==> config.mk <==
export PLATFORM = sky130hd
export DESIGN_NAME = ncpm_port_manager
export DESIGN_NICKNAME = d
export VERILOG_FILES = /design/src/rtl/ncpm_pkg.sv /design/src/rtl/ncpm_port_manager.sv
export SDC_FILE = /design/constraint.sdc
export NUM_CORES = 2
export LEC_CHECK = 0
export BUFFER_PORTS_ARGS = -buffer_cell sky130_fd_sc_hd__buf_2
export CORE_MARGIN = 2
export CORE_UTILIZATION = 40
export CTS_CLUSTER_DIAMETER = 200
export DETAILED_ROUTE_END_ITERATION = 16
export SLEW_MARGIN = 20
export SYNTH_ARGS = -nofsm -noshare
export SYNTH_HDL_FRONTEND = slang
export SYNTH_SLANG_ARGS = --single-unit
==> constraint.sdc <==
create_clock -name aclk -period 15.5 [get_ports aclk]
set_input_delay 0.775 -clock aclk [delete_from_list [all_inputs] [get_ports aclk]]
set_output_delay 0.775 -clock aclk [all_outputs]
set_load 0.005 [all_outputs]
==> src/rtl/ncpm_pkg.sv <==
// Shared constants, types and register map of the network port manager
// Assumes one 10 MHz clock domain and an AXI4-Lite master for software access
package ncpm_pkg;

    // ----------------------------------------
    // Ports and bus
    // ----------------------------------------
    localparam int NCPM_PORTS = 8;
    localparam int NCPM_PW = 3;
    localparam int NCPM_AW = 8;
    localparam logic [3:0] NCPM_PORT_AUTO = 4'hf;

    // ----------------------------------------
    // Register offsets
    // ----------------------------------------
    localparam logic [7:0] NCPM_REG_CTRL = 8'h00;
    localparam logic [7:0] NCPM_REG_OPER = 8'h04;
    localparam logic [7:0] NCPM_REG_CMD = 8'h08;
    localparam logic [7:0] NCPM_REG_FLAGS = 8'h0c;
    localparam logic [7:0] NCPM_REG_USED = 8'h10;
    localparam logic [7:0] NCPM_REG_CODE0 = 8'h20;
    localparam logic [7:0] NCPM_REG_DATA0 = 8'h40;
    localparam logic [7:0] NCPM_REG_TOP = 8'h60;
    localparam logic [31:0] NCPM_CTRL_RST = 32'h0000_0000;

    // ----------------------------------------
    // Control register fields
    // ----------------------------------------
    localparam int NCPM_CTRL_KIND_LSB = 0;
    localparam int NCPM_CTRL_PORT_LSB = 4;
    localparam int NCPM_CTRL_EDGE_BIT = 8;
    localparam int NCPM_CTRL_COND_BIT = 9;

    // ----------------------------------------
    // Command and service codes
    // ----------------------------------------
    localparam logic [15:0] NCPM_CMD_EXPLICIT = 16'h2801;
    localparam logic [15:0] NCPM_CMD_DATA_WRITE = 16'h0102;
    localparam logic [15:0] NCPM_CMD_DATA_READ = 16'h0101;
    localparam logic [7:0] NCPM_SVC_GET_ATTR = 8'h0e;
    localparam logic [7:0] NCPM_SVC_SET_ATTR = 8'h10;
    localparam logic [7:0] NCPM_SVC_WORD_READ = 8'h1e;
    localparam logic [7:0] NCPM_SVC_WORD_WRITE = 8'h1f;
    localparam logic [15:0] NCPM_CODE_OK = 16'h0000;
    localparam logic [1:0] NCPM_LAST_BEAT = 2'h3;
    localparam logic [1:0] NCPM_RESP_OKAY = 2'b00;
    localparam logic [1:0] NCPM_RESP_DECERR = 2'b11;

    // ----------------------------------------
    // Types
    // ----------------------------------------
    typedef enum logic [2:0] {
        NCPM_K_SEND = 3'b000,
        NCPM_K_RECV = 3'b001,
        NCPM_K_CMND = 3'b010,
        NCPM_K_EXPL = 3'b011,
        NCPM_K_GATR = 3'b100,
        NCPM_K_SATR = 3'b101,
        NCPM_K_WRD = 3'b110,
        NCPM_K_WWR = 3'b111
    } ncpm_kind_t;

    typedef struct packed {
        ncpm_kind_t kind;
        logic expl;
        logic [15:0] cmd;
        logic [7:0] svc;
        logic [7:0] cnt;
        logic [15:0] src;
        logic [15:0] dst;
    } ncpm_req_t;

    typedef struct packed {
        logic [2:0] port;
        logic [1:0] idx;
        logic last;
        logic [15:0] word;
    } ncpm_beat_t;

    typedef struct packed {
        logic [2:0] port;
        logic net_err;
        logic expl_err;
        logic [15:0] code;
        logic [15:0] data;
    } ncpm_resp_t;

endpackage : ncpm_pkg

==> src/rtl/ncpm_port_manager.sv <==
// Eight-port network request manager with AXI4-Lite register access
// Assumes scan_tick, srv_slot and the network side share aclk
`timescale 1ns/1ps

module ncpm_port_manager (
    // Clock and reset
    input wire logic aclk,
    input wire logic aresetn,
    // AXI4-Lite write address and data
    input wire logic [ncpm_pkg::NCPM_AW-1:0] s_axi_awaddr,
    input wire logic s_axi_awvalid,
    output logic s_axi_awready,
    input wire logic [31:0] s_axi_wdata,
    input wire logic [3:0] s_axi_wstrb,
    input wire logic s_axi_wvalid,
    output logic s_axi_wready,
    // AXI4-Lite write response
    output logic [1:0] s_axi_bresp,
    output logic s_axi_bvalid,
    input wire logic s_axi_bready,
    // AXI4-Lite read
    input wire logic [ncpm_pkg::NCPM_AW-1:0] s_axi_araddr,
    input wire logic s_axi_arvalid,
    output logic s_axi_arready,
    output logic [31:0] s_axi_rdata,
    output logic [1:0] s_axi_rresp,
    output logic s_axi_rvalid,
    input wire logic s_axi_rready,
    // Scan timing
    input wire logic scan_tick,
    input wire logic srv_slot,
    // Network frame out
    output logic net_tx_valid,
    input wire logic net_tx_ready,
    output ncpm_pkg::ncpm_beat_t net_tx_beat,
    // Network response in
    input wire logic net_rx_valid,
    input wire ncpm_pkg::ncpm_resp_t net_rx_resp
);
    import ncpm_pkg::*;

    // ----------------------------------------
    // Functions
    // ----------------------------------------
    function automatic logic [31:0] byte_merge(input logic [31:0] old, input logic [31:0] wd,
                                               input logic [3:0] be);
        logic [31:0] r;
        r = old;
        for (int b = 0; b < 4; b++) begin
            if (be[b]) begin
                r[b*8 +: 8] = wd[b*8 +: 8];
            end
        end
        return r;
    endfunction : byte_merge

    function automatic ncpm_req_t build_req(input logic [31:0] ctrl, input logic [31:0] oper,
                                            input logic [31:0] cmdw);
        ncpm_req_t r;
        r.kind = ncpm_kind_t'(ctrl[NCPM_CTRL_KIND_LSB +: 3]);
        r.src = oper[15:0];
        r.dst = oper[31:16];
        r.cnt = cmdw[31:24];
        r.svc = cmdw[23:16];
        r.cmd = NCPM_CMD_EXPLICIT;
        r.expl = 1'b1;
        case (r.kind)
            NCPM_K_SEND: begin
                r.cmd = NCPM_CMD_DATA_WRITE;
                r.expl = 1'b0;
            end
            NCPM_K_RECV: begin
                r.cmd = NCPM_CMD_DATA_READ;
                r.expl = 1'b0;
            end
            NCPM_K_CMND: begin
                r.cmd = cmdw[15:0];
                r.expl = (cmdw[15:0] == NCPM_CMD_EXPLICIT);
            end
            NCPM_K_GATR: r.svc = NCPM_SVC_GET_ATTR;
            NCPM_K_SATR: r.svc = NCPM_SVC_SET_ATTR;
            NCPM_K_WRD: r.svc = NCPM_SVC_WORD_READ;
            NCPM_K_WWR: r.svc = NCPM_SVC_WORD_WRITE;
            default: ;
        endcase
        return r;
    endfunction : build_req

    function automatic logic [15:0] beat_word(input ncpm_req_t r, input logic [1:0] idx);
        logic [15:0] w;
        case (idx)
            2'h0: w = r.cmd;
            2'h1: w = {r.svc, r.cnt};
            2'h2: w = r.src;
            default: w = r.dst;
        endcase
        return w;
    endfunction : beat_word

    function automatic logic [3:0] lowest_set(input logic [NCPM_PORTS-1:0] v);
        logic [3:0] r;
        r = NCPM_PORT_AUTO;
        for (int i = NCPM_PORTS - 1; i >= 0; i--) begin
            if (v[i]) begin
                r = 4'(i);
            end
        end
        return r;
    endfunction : lowest_set

    // ----------------------------------------
    // State
    // ----------------------------------------
    logic aw_have_ff, w_have_ff, bvalid_ff, rvalid_ff, cond_prev_ff, tx_busy_ff;
    logic [NCPM_AW-1:0] awaddr_ff;
    logic [31:0] wdata_ff, rdata_ff, ctrl_ff, oper_ff, cmd_ff;
    logic [3:0] wstrb_ff;
    logic [1:0] bresp_ff, rresp_ff, tx_idx_ff;
    logic [NCPM_PORTS-1:0] avail_ff, err_ff, expl_err_ff, done_ff, done_pend_ff, tx_pend_ff;
    logic [NCPM_PW-1:0] used_port_ff, tx_port_ff;
    ncpm_req_t req_ff [NCPM_PORTS];
    logic [15:0] code_ff [NCPM_PORTS];
    logic [15:0] data_ff [NCPM_PORTS];
    logic [15:0] tx_word_ff;

    // ----------------------------------------
    // Register bus
    // ----------------------------------------
    logic wr_fire, wr_hit, rd_hit, tx_fire;
    logic [31:0] rd_val;
    logic [3:0] tx_pick;

    assign s_axi_awready = !aw_have_ff && !bvalid_ff;
    assign s_axi_wready = !w_have_ff && !bvalid_ff;
    assign s_axi_arready = !rvalid_ff;
    assign s_axi_bvalid = bvalid_ff;
    assign s_axi_bresp = bresp_ff;
    assign s_axi_rvalid = rvalid_ff;
    assign s_axi_rdata = rdata_ff;
    assign s_axi_rresp = rresp_ff;
    assign wr_fire = aw_have_ff && w_have_ff && !bvalid_ff;
    assign wr_hit = (awaddr_ff == NCPM_REG_CTRL) || (awaddr_ff == NCPM_REG_OPER) ||
                    (awaddr_ff == NCPM_REG_CMD);

    always_ff @(posedge aclk) begin
        if (!aresetn) begin
            aw_have_ff <= 1'b0;
            w_have_ff <= 1'b0;
            awaddr_ff <= '0;
            wdata_ff <= '0;
            wstrb_ff <= '0;
        end else begin
            if (s_axi_awvalid && s_axi_awready) begin
                aw_have_ff <= 1'b1;
                awaddr_ff <= s_axi_awaddr;
            end else if (wr_fire) begin
                aw_have_ff <= 1'b0;
            end
            if (s_axi_wvalid && s_axi_wready) begin
                w_have_ff <= 1'b1;
                wdata_ff <= s_axi_wdata;
                wstrb_ff <= s_axi_wstrb;
            end else if (wr_fire) begin
                w_have_ff <= 1'b0;
            end
        end
    end

    always_ff @(posedge aclk) begin
        if (!aresetn) begin
            bvalid_ff <= 1'b0;
            bresp_ff <= NCPM_RESP_OKAY;
        end else if (wr_fire) begin
            bvalid_ff <= 1'b1;
            bresp_ff <= wr_hit ? NCPM_RESP_OKAY : NCPM_RESP_DECERR;
        end else if (s_axi_bready) begin
            bvalid_ff <= 1'b0;
        end
    end

    always_ff @(posedge aclk) begin
        if (!aresetn) begin
            ctrl_ff <= NCPM_CTRL_RST;
            oper_ff <= '0;
            cmd_ff <= '0;
        end else if (wr_fire) begin
            if (awaddr_ff == NCPM_REG_CTRL) begin
                ctrl_ff <= byte_merge(ctrl_ff, wdata_ff, wstrb_ff);
            end
            if (awaddr_ff == NCPM_REG_OPER) begin
                oper_ff <= byte_merge(oper_ff, wdata_ff, wstrb_ff);
            end
            if (awaddr_ff == NCPM_REG_CMD) begin
                cmd_ff <= byte_merge(cmd_ff, wdata_ff, wstrb_ff);
            end
        end
    end

    always_comb begin
        rd_val = '0;
        rd_hit = 1'b1;
        case (s_axi_araddr)
            NCPM_REG_CTRL: rd_val = ctrl_ff;
            NCPM_REG_OPER: rd_val = oper_ff;
            NCPM_REG_CMD: rd_val = cmd_ff;
            NCPM_REG_FLAGS: rd_val = {done_ff, expl_err_ff, err_ff, avail_ff};
            NCPM_REG_USED: rd_val = {|avail_ff, 28'h0, used_port_ff};
            default: begin
                rd_hit = 1'b0;
                if (s_axi_araddr >= NCPM_REG_CODE0 && s_axi_araddr < NCPM_REG_TOP &&
                    s_axi_araddr[1:0] == 2'b00) begin
                    rd_hit = 1'b1;
                    if (s_axi_araddr < NCPM_REG_DATA0) begin
                        rd_val = {16'h0, code_ff[s_axi_araddr[4:2]]};
                    end else begin
                        rd_val = {16'h0, data_ff[s_axi_araddr[4:2]]};
                    end
                end
            end
        endcase
    end

    always_ff @(posedge aclk) begin
        if (!aresetn) begin
            rvalid_ff <= 1'b0;
            rdata_ff <= '0;
            rresp_ff <= NCPM_RESP_OKAY;
        end else if (s_axi_arvalid && s_axi_arready) begin
            rvalid_ff <= 1'b1;
            rdata_ff <= rd_val;
            rresp_ff <= rd_hit ? NCPM_RESP_OKAY : NCPM_RESP_DECERR;
        end else if (s_axi_rready) begin
            rvalid_ff <= 1'b0;
        end
    end

    // ----------------------------------------
    // Request start at scan tick
    // ----------------------------------------
    logic cond_now, trig, start_ok;
    logic [3:0] sel_raw, start_port;
    logic [NCPM_PORTS-1:0] start_vec, resp_vec;
    ncpm_req_t new_req;

    assign cond_now = ctrl_ff[NCPM_CTRL_COND_BIT];
    assign trig = scan_tick && cond_now && (!ctrl_ff[NCPM_CTRL_EDGE_BIT] || !cond_prev_ff);
    assign sel_raw = ctrl_ff[NCPM_CTRL_PORT_LSB +: 4];
    assign start_port = (sel_raw == NCPM_PORT_AUTO) ? lowest_set(avail_ff) : sel_raw;
    assign start_ok = trig && !start_port[3] && avail_ff[start_port[NCPM_PW-1:0]];
    assign new_req = build_req(ctrl_ff, oper_ff, cmd_ff);
    assign resp_vec = net_rx_valid ? (NCPM_PORTS'(1) << net_rx_resp.port) : '0;

    always_comb begin
        start_vec = '0;
        if (start_ok) begin
            start_vec[start_port[NCPM_PW-1:0]] = 1'b1;
        end
    end

    always_ff @(posedge aclk) begin
        if (!aresetn) begin
            cond_prev_ff <= 1'b0;
            used_port_ff <= '0;
        end else begin
            if (scan_tick) begin
                cond_prev_ff <= cond_now;
            end
            if (start_ok) begin
                used_port_ff <= start_port[NCPM_PW-1:0];
            end
        end
    end

    // ----------------------------------------
    // Per-port flags, codes and data
    // ----------------------------------------
        for (genvar gp = 0; gp < NCPM_PORTS; gp++) begin : g_port
            logic hit;
            assign hit = resp_vec[gp] && !avail_ff[gp] && !tx_pend_ff[gp];

            always_ff @(posedge aclk) begin
                if (!aresetn) begin
                    avail_ff[gp] <= 1'b1;
                    err_ff[gp] <= 1'b0;
                    expl_err_ff[gp] <= 1'b0;
                    code_ff[gp] <= NCPM_CODE_OK;
                    data_ff[gp] <= '0;
                    req_ff[gp] <= '0;
                end else if (start_vec[gp]) begin
                    avail_ff[gp] <= 1'b0;
                    err_ff[gp] <= 1'b0;
                    code_ff[gp] <= NCPM_CODE_OK;
                    req_ff[gp] <= new_req;
                end else if (hit) begin
                    avail_ff[gp] <= 1'b1;
                    if (req_ff[gp].kind inside {NCPM_K_RECV, NCPM_K_WRD, NCPM_K_CMND,
                                                NCPM_K_EXPL, NCPM_K_GATR}) begin
                        data_ff[gp] <= net_rx_resp.data;
                    end
                    if (!req_ff[gp].expl) begin
                        err_ff[gp] <= (net_rx_resp.code != NCPM_CODE_OK);
                        code_ff[gp] <= net_rx_resp.code;
                    end else if (net_rx_resp.net_err) begin
                        expl_err_ff[gp] <= 1'b1;
                        err_ff[gp] <= 1'b1;
                        code_ff[gp] <= net_rx_resp.code;
                    end else if (net_rx_resp.expl_err) begin
                        expl_err_ff[gp] <= 1'b1;
                        err_ff[gp] <= 1'b0;
                        code_ff[gp] <= net_rx_resp.code;
                    end else begin
                        expl_err_ff[gp] <= 1'b0;
                        err_ff[gp] <= 1'b0;
                        code_ff[gp] <= NCPM_CODE_OK;
                    end
                end
            end

            always_ff @(posedge aclk) begin
                if (!aresetn) begin
                    done_pend_ff[gp] <= 1'b0;
                    done_ff[gp] <= 1'b0;
                end else begin
                    done_pend_ff[gp] <= (scan_tick ? 1'b0 : done_pend_ff[gp]) | hit;
                    if (scan_tick) begin
                        done_ff[gp] <= done_pend_ff[gp];
                    end
                end
            end
        end

    // ----------------------------------------
    // Frame transmitter
    // ----------------------------------------
    assign tx_fire = net_tx_valid && net_tx_ready;
    assign tx_pick = lowest_set(tx_pend_ff);
    assign net_tx_valid = tx_busy_ff && srv_slot;
    assign net_tx_beat = {tx_port_ff, tx_idx_ff, tx_idx_ff == NCPM_LAST_BEAT, tx_word_ff};

    always_ff @(posedge aclk) begin
        if (!aresetn) begin
            tx_pend_ff <= '0;
        end else begin
            tx_pend_ff <= (tx_pend_ff & ~((tx_fire && net_tx_beat.last) ?
                          (NCPM_PORTS'(1) << tx_port_ff) : '0)) | start_vec;
        end
    end

    always_ff @(posedge aclk) begin
        if (!aresetn) begin
            tx_busy_ff <= 1'b0;
            tx_port_ff <= '0;
            tx_idx_ff <= '0;
            tx_word_ff <= '0;
        end else if (!tx_busy_ff) begin
            if (!tx_pick[3]) begin
                tx_busy_ff <= 1'b1;
                tx_port_ff <= tx_pick[NCPM_PW-1:0];
                tx_idx_ff <= '0;
                tx_word_ff <= beat_word(req_ff[tx_pick[NCPM_PW-1:0]], 2'h0);
            end
        end else if (tx_fire) begin
            if (tx_idx_ff == NCPM_LAST_BEAT) begin
                tx_busy_ff <= 1'b0;
            end else begin
                tx_idx_ff <= tx_idx_ff + 2'h1;
                tx_word_ff <= beat_word(req_ff[tx_port_ff], tx_idx_ff + 2'h1);
            end
        end
    end

endmodule : ncpm_port_manager

Word level (Yosys, flattened, before mapping)
Memories as Yosys holds them, arrays and structs flattened. A register that Yosys moved wholly into a read port is not among the register bits.
Index checks and enable logic that the tools add are counted.
- memory bits (writable): 800
- output and inout bits: 64
- memories: 3
- bits in registers: 254
- logic and storage cells: 709
- memories (memory ; words ; width ; rd ports ; clocked after memory_dff ; write ports ; line ; text):
    req_ff ; 8 ; 68 ; 10 ; 1 ; 8 ; ncpm_port_manager.sv:121 ; ncpm_req_t req_ff [NCPM_PORTS];
    code_ff ; 8 ; 16 ; 1 ; 0 ; 8 ; ncpm_port_manager.sv:122 ; logic [15:0] code_ff [NCPM_PORTS];
    data_ff ; 8 ; 16 ; 1 ; 0 ; 8 ; ncpm_port_manager.sv:123 ; logic [15:0] data_ff [NCPM_PORTS];
- reduce and logical (&&, ||, !) cells: 117
- order comparisons: 5
- equality and inequality tests: 60
- bitwise gates (word level): 78
- $add $sub $neg: 1
- shift operators: 2
- multiplexer cells: 374
- operators by type and width (kind ; number):
    $mux W16 ; 54
    $mux W68 ; 8
    $mux W1 ; 278
    $pmux W32 S5 ; 1
    $mux W4 ; 17
    $or A1 B1 Y1 ; 64
    $reduce_and A3 Y1 ; 21
    $eq A3 B3 Y1 const B ; 20
    $eq A3 B2 Y1 const B ; 17
    $pmux W17 S3 ; 1
    $pmux W16 S3 ; 1
    $reduce_bool A5 Y1 ; 8
    $logic_and A1 B1 Y1 ; 33
    $pmux W8 S4 ; 1
    $eq A3 B1 Y1 const B ; 9
    $eq A8 B4 Y1 const B ; 3
    $mux W8 ; 3
    $reduce_bool A2 Y1 ; 12
    $logic_not A1 Y1 ; 23
    $eq A16 B14 Y1 const B ; 1
    $eq A8 B3 Y1 const B ; 2
    $logic_not A8 Y1 ; 2
    $lt A8 B7 Y1 const B ; 2
    $reduce_bool A16 Y1 ; 1
    other kinds (26) ; 55

Longest topological paths before layout
- word-level depth: 22
- mapped depth: 10

Worst setup path before layout
OpenSTA, ideal clock, no wires.
- path kind: input -> register
- from: in scan_tick
- to: mem code_ff[3][0] (enable)
- stages: 7
- arrival: 7.970 ns
- slack: 7.189 ns
- data required time: 15.159 ns
- library setup time: 0.341 ns
- cells stage by stage: clkbuf_1 -> nand2_1 -> a221oi_1 -> nand2_1 -> clkbuf_1 -> o31ai_1 -> or2_2
- RTL lines (element ; line ; text):
    from (decl) ; ncpm_port_manager.sv:30 ; input wire logic scan_tick,
    to (decl) ; ncpm_port_manager.sv:122 ;

==> flow_summary_export.csv <==
group,metric,value,unit
setup_path,r2r_setup_slack,11.27,ns
drt,routedWlPerCell,27.7,um
timing,final_hold_viol_count,0,
cts,clock_latency,0.74,ns
run,drv_cap,0,
final_layout,fin_nets,3684,
die,initial_core_util,40.4,%
synthesis,ys_seq_area_share,61.8,%
cts,tritoncts,"built",
place,hpwlAfterDp,88.7,mm
die,fp.dieH,347,um
power,p_leak,0.0193,uW
cts,post_cts_buffers,0,
setup_path,endpoint_kind,"register",
synthesis,syn-num-nets,3586,
synthesis,async_flop_share,0,%
die,dieArea,0.121,sq mm
synthesis,synthCells,3481,
cts,clk_pin_slew,0.06,ns
drt,drc,0,
setup_path,cp.required,15.80,ns
setup_path,path_class,"reg -> reg",
drt,first_pass_iters,7,
setup_path,start_kind,"register",
cts,cts_buffer_depth,3,
timing,period_minus_slack,4.23,ns
global_routing,grt_pass1_wl,209,mm
synthesis,avgSynthCellArea,13.5,sq um
power,internal_power,4740,uW
drt,vias_per_cell,5.79,
place,place_congestion,0.923,
power,power-per-cell-area,114,mW/mm^2
timing,max_freq,236,MHz
power,ir_worst_vdd,92.3,uV
cts,cts_resized,0,
power,p_comb_share,4.0,%
synthesis,netlist_area,0.0471,sq mm
setup_path,reg2reg_to,"req_ff[4][59]",
power,clockPowerShare,44.4,%
global_routing,grt_max_degree,108,
outcome,status,"completed",
global_routing,overflow,0,
synthesis,synthAdderAreaFrac,0.133,%
drt,wl,144,mm
synthesis,synth-xor-area-share,0.0186,%
power,switching_share,22.3,%
synthesis,yosys.area_share.simple,14.7,%
min_path,hold_path.class,"in -> reg",
timing,drv_slew,0,
synthesis,synth_edf_count,800,
synthesis,synth_seq_cells,1055,
drt,ant_nets,0,
setup_path,slowest_delay,0.82,ns
final_layout,layout-drive-gt1-share,19.7,%
min_path,worstHoldEndpoint,"s_axi_rvalid",
setup_path,arrival,4.53,ns
place,placedCellCount,4989,
die,core_area,0.117,sq mm
timing,hold_slack,0.223,ns
timing,setup_viol,0,
die,ios,164,
power,p_switching,1360,uW
setup_path,worstPathCellList,"nand4_1, o311a_1, a211o_1, or3_1, nand2_4, buf_4",
synthesis,yosysWarnings,0,
setup_path,crit_path_top_delay_cell,"buf_4",
timing,skew,0.0732,ns
cts,cts.sinks,1055,
setup_path,timing.rr.start,"ctrl_ff[5]",
synthesis,ys.flop_type,"edfxtp_1",
final_layout,utilization,45.8,%
die,die_x,347,um
cts,cts-root-buf,"clkbuf_16",
final_layout,syn_to_final_growth,13.2,%
setup_path,critical_path_peak_fanout,50,
power,p_seq_share,51.6,%
min_path,hold_start,"s_axi_rready",
global_routing,grt.total_usage,23.8,%
setup_path,path_buf_inv,1,
global_routing,antenna_found_initial,8,
cts,cts_hold_buf,0,
min_path,hold_path_depth,2,
cts,ctsHtreeMaxLevel,3,
die,num_rows,125,
drt,drt_iter0_markers,3856,
synthesis,synth_top_family_by_area,"multiplexers",
timing,worst_pin_slew,1.17,ns
synthesis,synth.distinct_cells,62,
place,portBuffers,163,
synthesis,synth_mux_area_share,15.1,%
setup_path,critPathTopFamily,"simple AND/OR/NAND/NOR gates",
setup_path,r2r_cells,6,
drt,vias,30100,
global_routing,grt_pass1_vias,29600,
timing,rsz0062_at_grt,"false",
timing,fin_tns_setup,0,ns
cts,numCtsBuffers,111,
timing,slew_headroom,22.0,%
timing,fin_crit_sh,27.3,%
final_layout,stdcell_count,5200,
synthesis,synth-compound-area-share,5.84,%
==> cell usage after synthesis (25+ instances only) <==
master    count  area share [%]
edfxtp_1    800              51
and2_1      600             8.0
nor2_1      394             3.1
dfxtp_1     255              11
mux4_2      237              11
nand2_1     183             1.5
clkbuf_1    174             1.4
mux2i_1     158             3.4
a21oi_1     106             1.1
o21ai_0      51            0.54
buf_2        41            0.44
a31oi_1      34            0.45
nand3_1      33            0.35
a211o_1      31            0.58
a21boi_0     30            0.48
a22oi_1      25            0.40
buf_1        25            0.20
==> worst max path at each step <==
| stage | start | to | slack [ns] | cells past startpoint |
|---|---|---|---|---|
| 2_1_floorplan | scan_tick | code_ff[3][0] | 7.19 | 7 |
| 3_3_place_gp | scan_tick | req_ff[7][10] | 11.03 | 6 |
| 3_5_place_dp | ctrl_ff[5] | req_ff[2][34] | 11.37 | 6 |
| 4_1_cts | ctrl_ff[5] | req_ff[4][59] | 11.33 | 6 |
| 5_1_grt | ctrl_ff[5] | req_ff[4][59] | 11.09 | 6 |
| 6_report | ctrl_ff[5] | req_ff[4][59] | 11.27 | 6 |
==> final cells by class <==
type | instances | area, sq um
Antenna cell | 3 | 7.51
Fill cell | 10300 | 63200
Multi-Input combinational cell | 2159 | 17100
Tap cell | 1524 | 1910
Clock buffer | 138 | 2920
Timing Repair Buffer | 235 | 1380
Clock inverter | 69 | 782
Inverter | 17 | 71.3
Sequential cell | 1055 | 29100
==> logic make-up after synthesis <==
kind of cell	count (synthesis)
xor gates and xnor gates	1
buffers and inverters	267
and+or+nand+nor	1343
AOI/OAI and AO/OA	399
muxes	411
adders and majority gates	5
DFF	1055
==> layer usage <==
layer / routed length, um / global-route usage, %
met4: 4010 / 7.82
met3: 13600 / 5.00
met5: 23 / 0
met1: 61400 / 34.0
met2: 65200 / 36.1
==> placed cells by master, fill, tap and decap left out, drive strengths merged, types with 10 or more instances in the layout <==
master and n:
or3 19, clkinvlp 11, bufinv 12, a22oi 25
a222oi 13, clkbuf 138, a221oi 19, clkinv 48
a211o 31, a41oi 15, nor2b 10, nor4 17
mux2i 158, buf 235, a311oi 11, nand3 33
edfxtp 800, a22o 11, nor2 401, or2 13
o21ai 52, nor3 26, dfxtp 255, a21boi 30
a31oi 34, nand2b 11, and2 600, inv 15
a21oi 106, mux2 16, mux4 237, a221o 10
nand2 183
==> power by group through the flow <==
stage	logic [uW]	registers [uW]	clock network (uW)
6_report	242	3150	2710
5_1_grt	258	3150	2840
4_1_cts	246	3150	2730
3_5_place_dp	246	3210	0
3_3_place_gp	244	3200	0
2_1_floorplan	143	3200	0
==> flip-flops by register name, summed over array words and instances (netlist names), 16 cells and up, named ones only <==
name and count:
req_ff 544, code_ff 128, data_ff 128, cmd_ff 32, ctrl_ff 32, oper_ff 32
s_axi_rdata 32, wdata_ff 32, tx_word_ff 16
==> per-stage QoR <==
stage | instance area [sq um] | power [uW] | worst slack (ns)
2_1_floorplan | 47100 | 3340 | 7.19
3_3_place_gp | 49600 | 3450 | 11.03
3_5_place_dp | 49600 | 3450 | 11.37
4_1_cts | 53300 | 6120 | 11.33
5_1_grt | 53300 | 6260 | 11.09
6_report | 53300 | 6090 | 11.27
No activity file was read; power rests on OpenSTA's default activity.
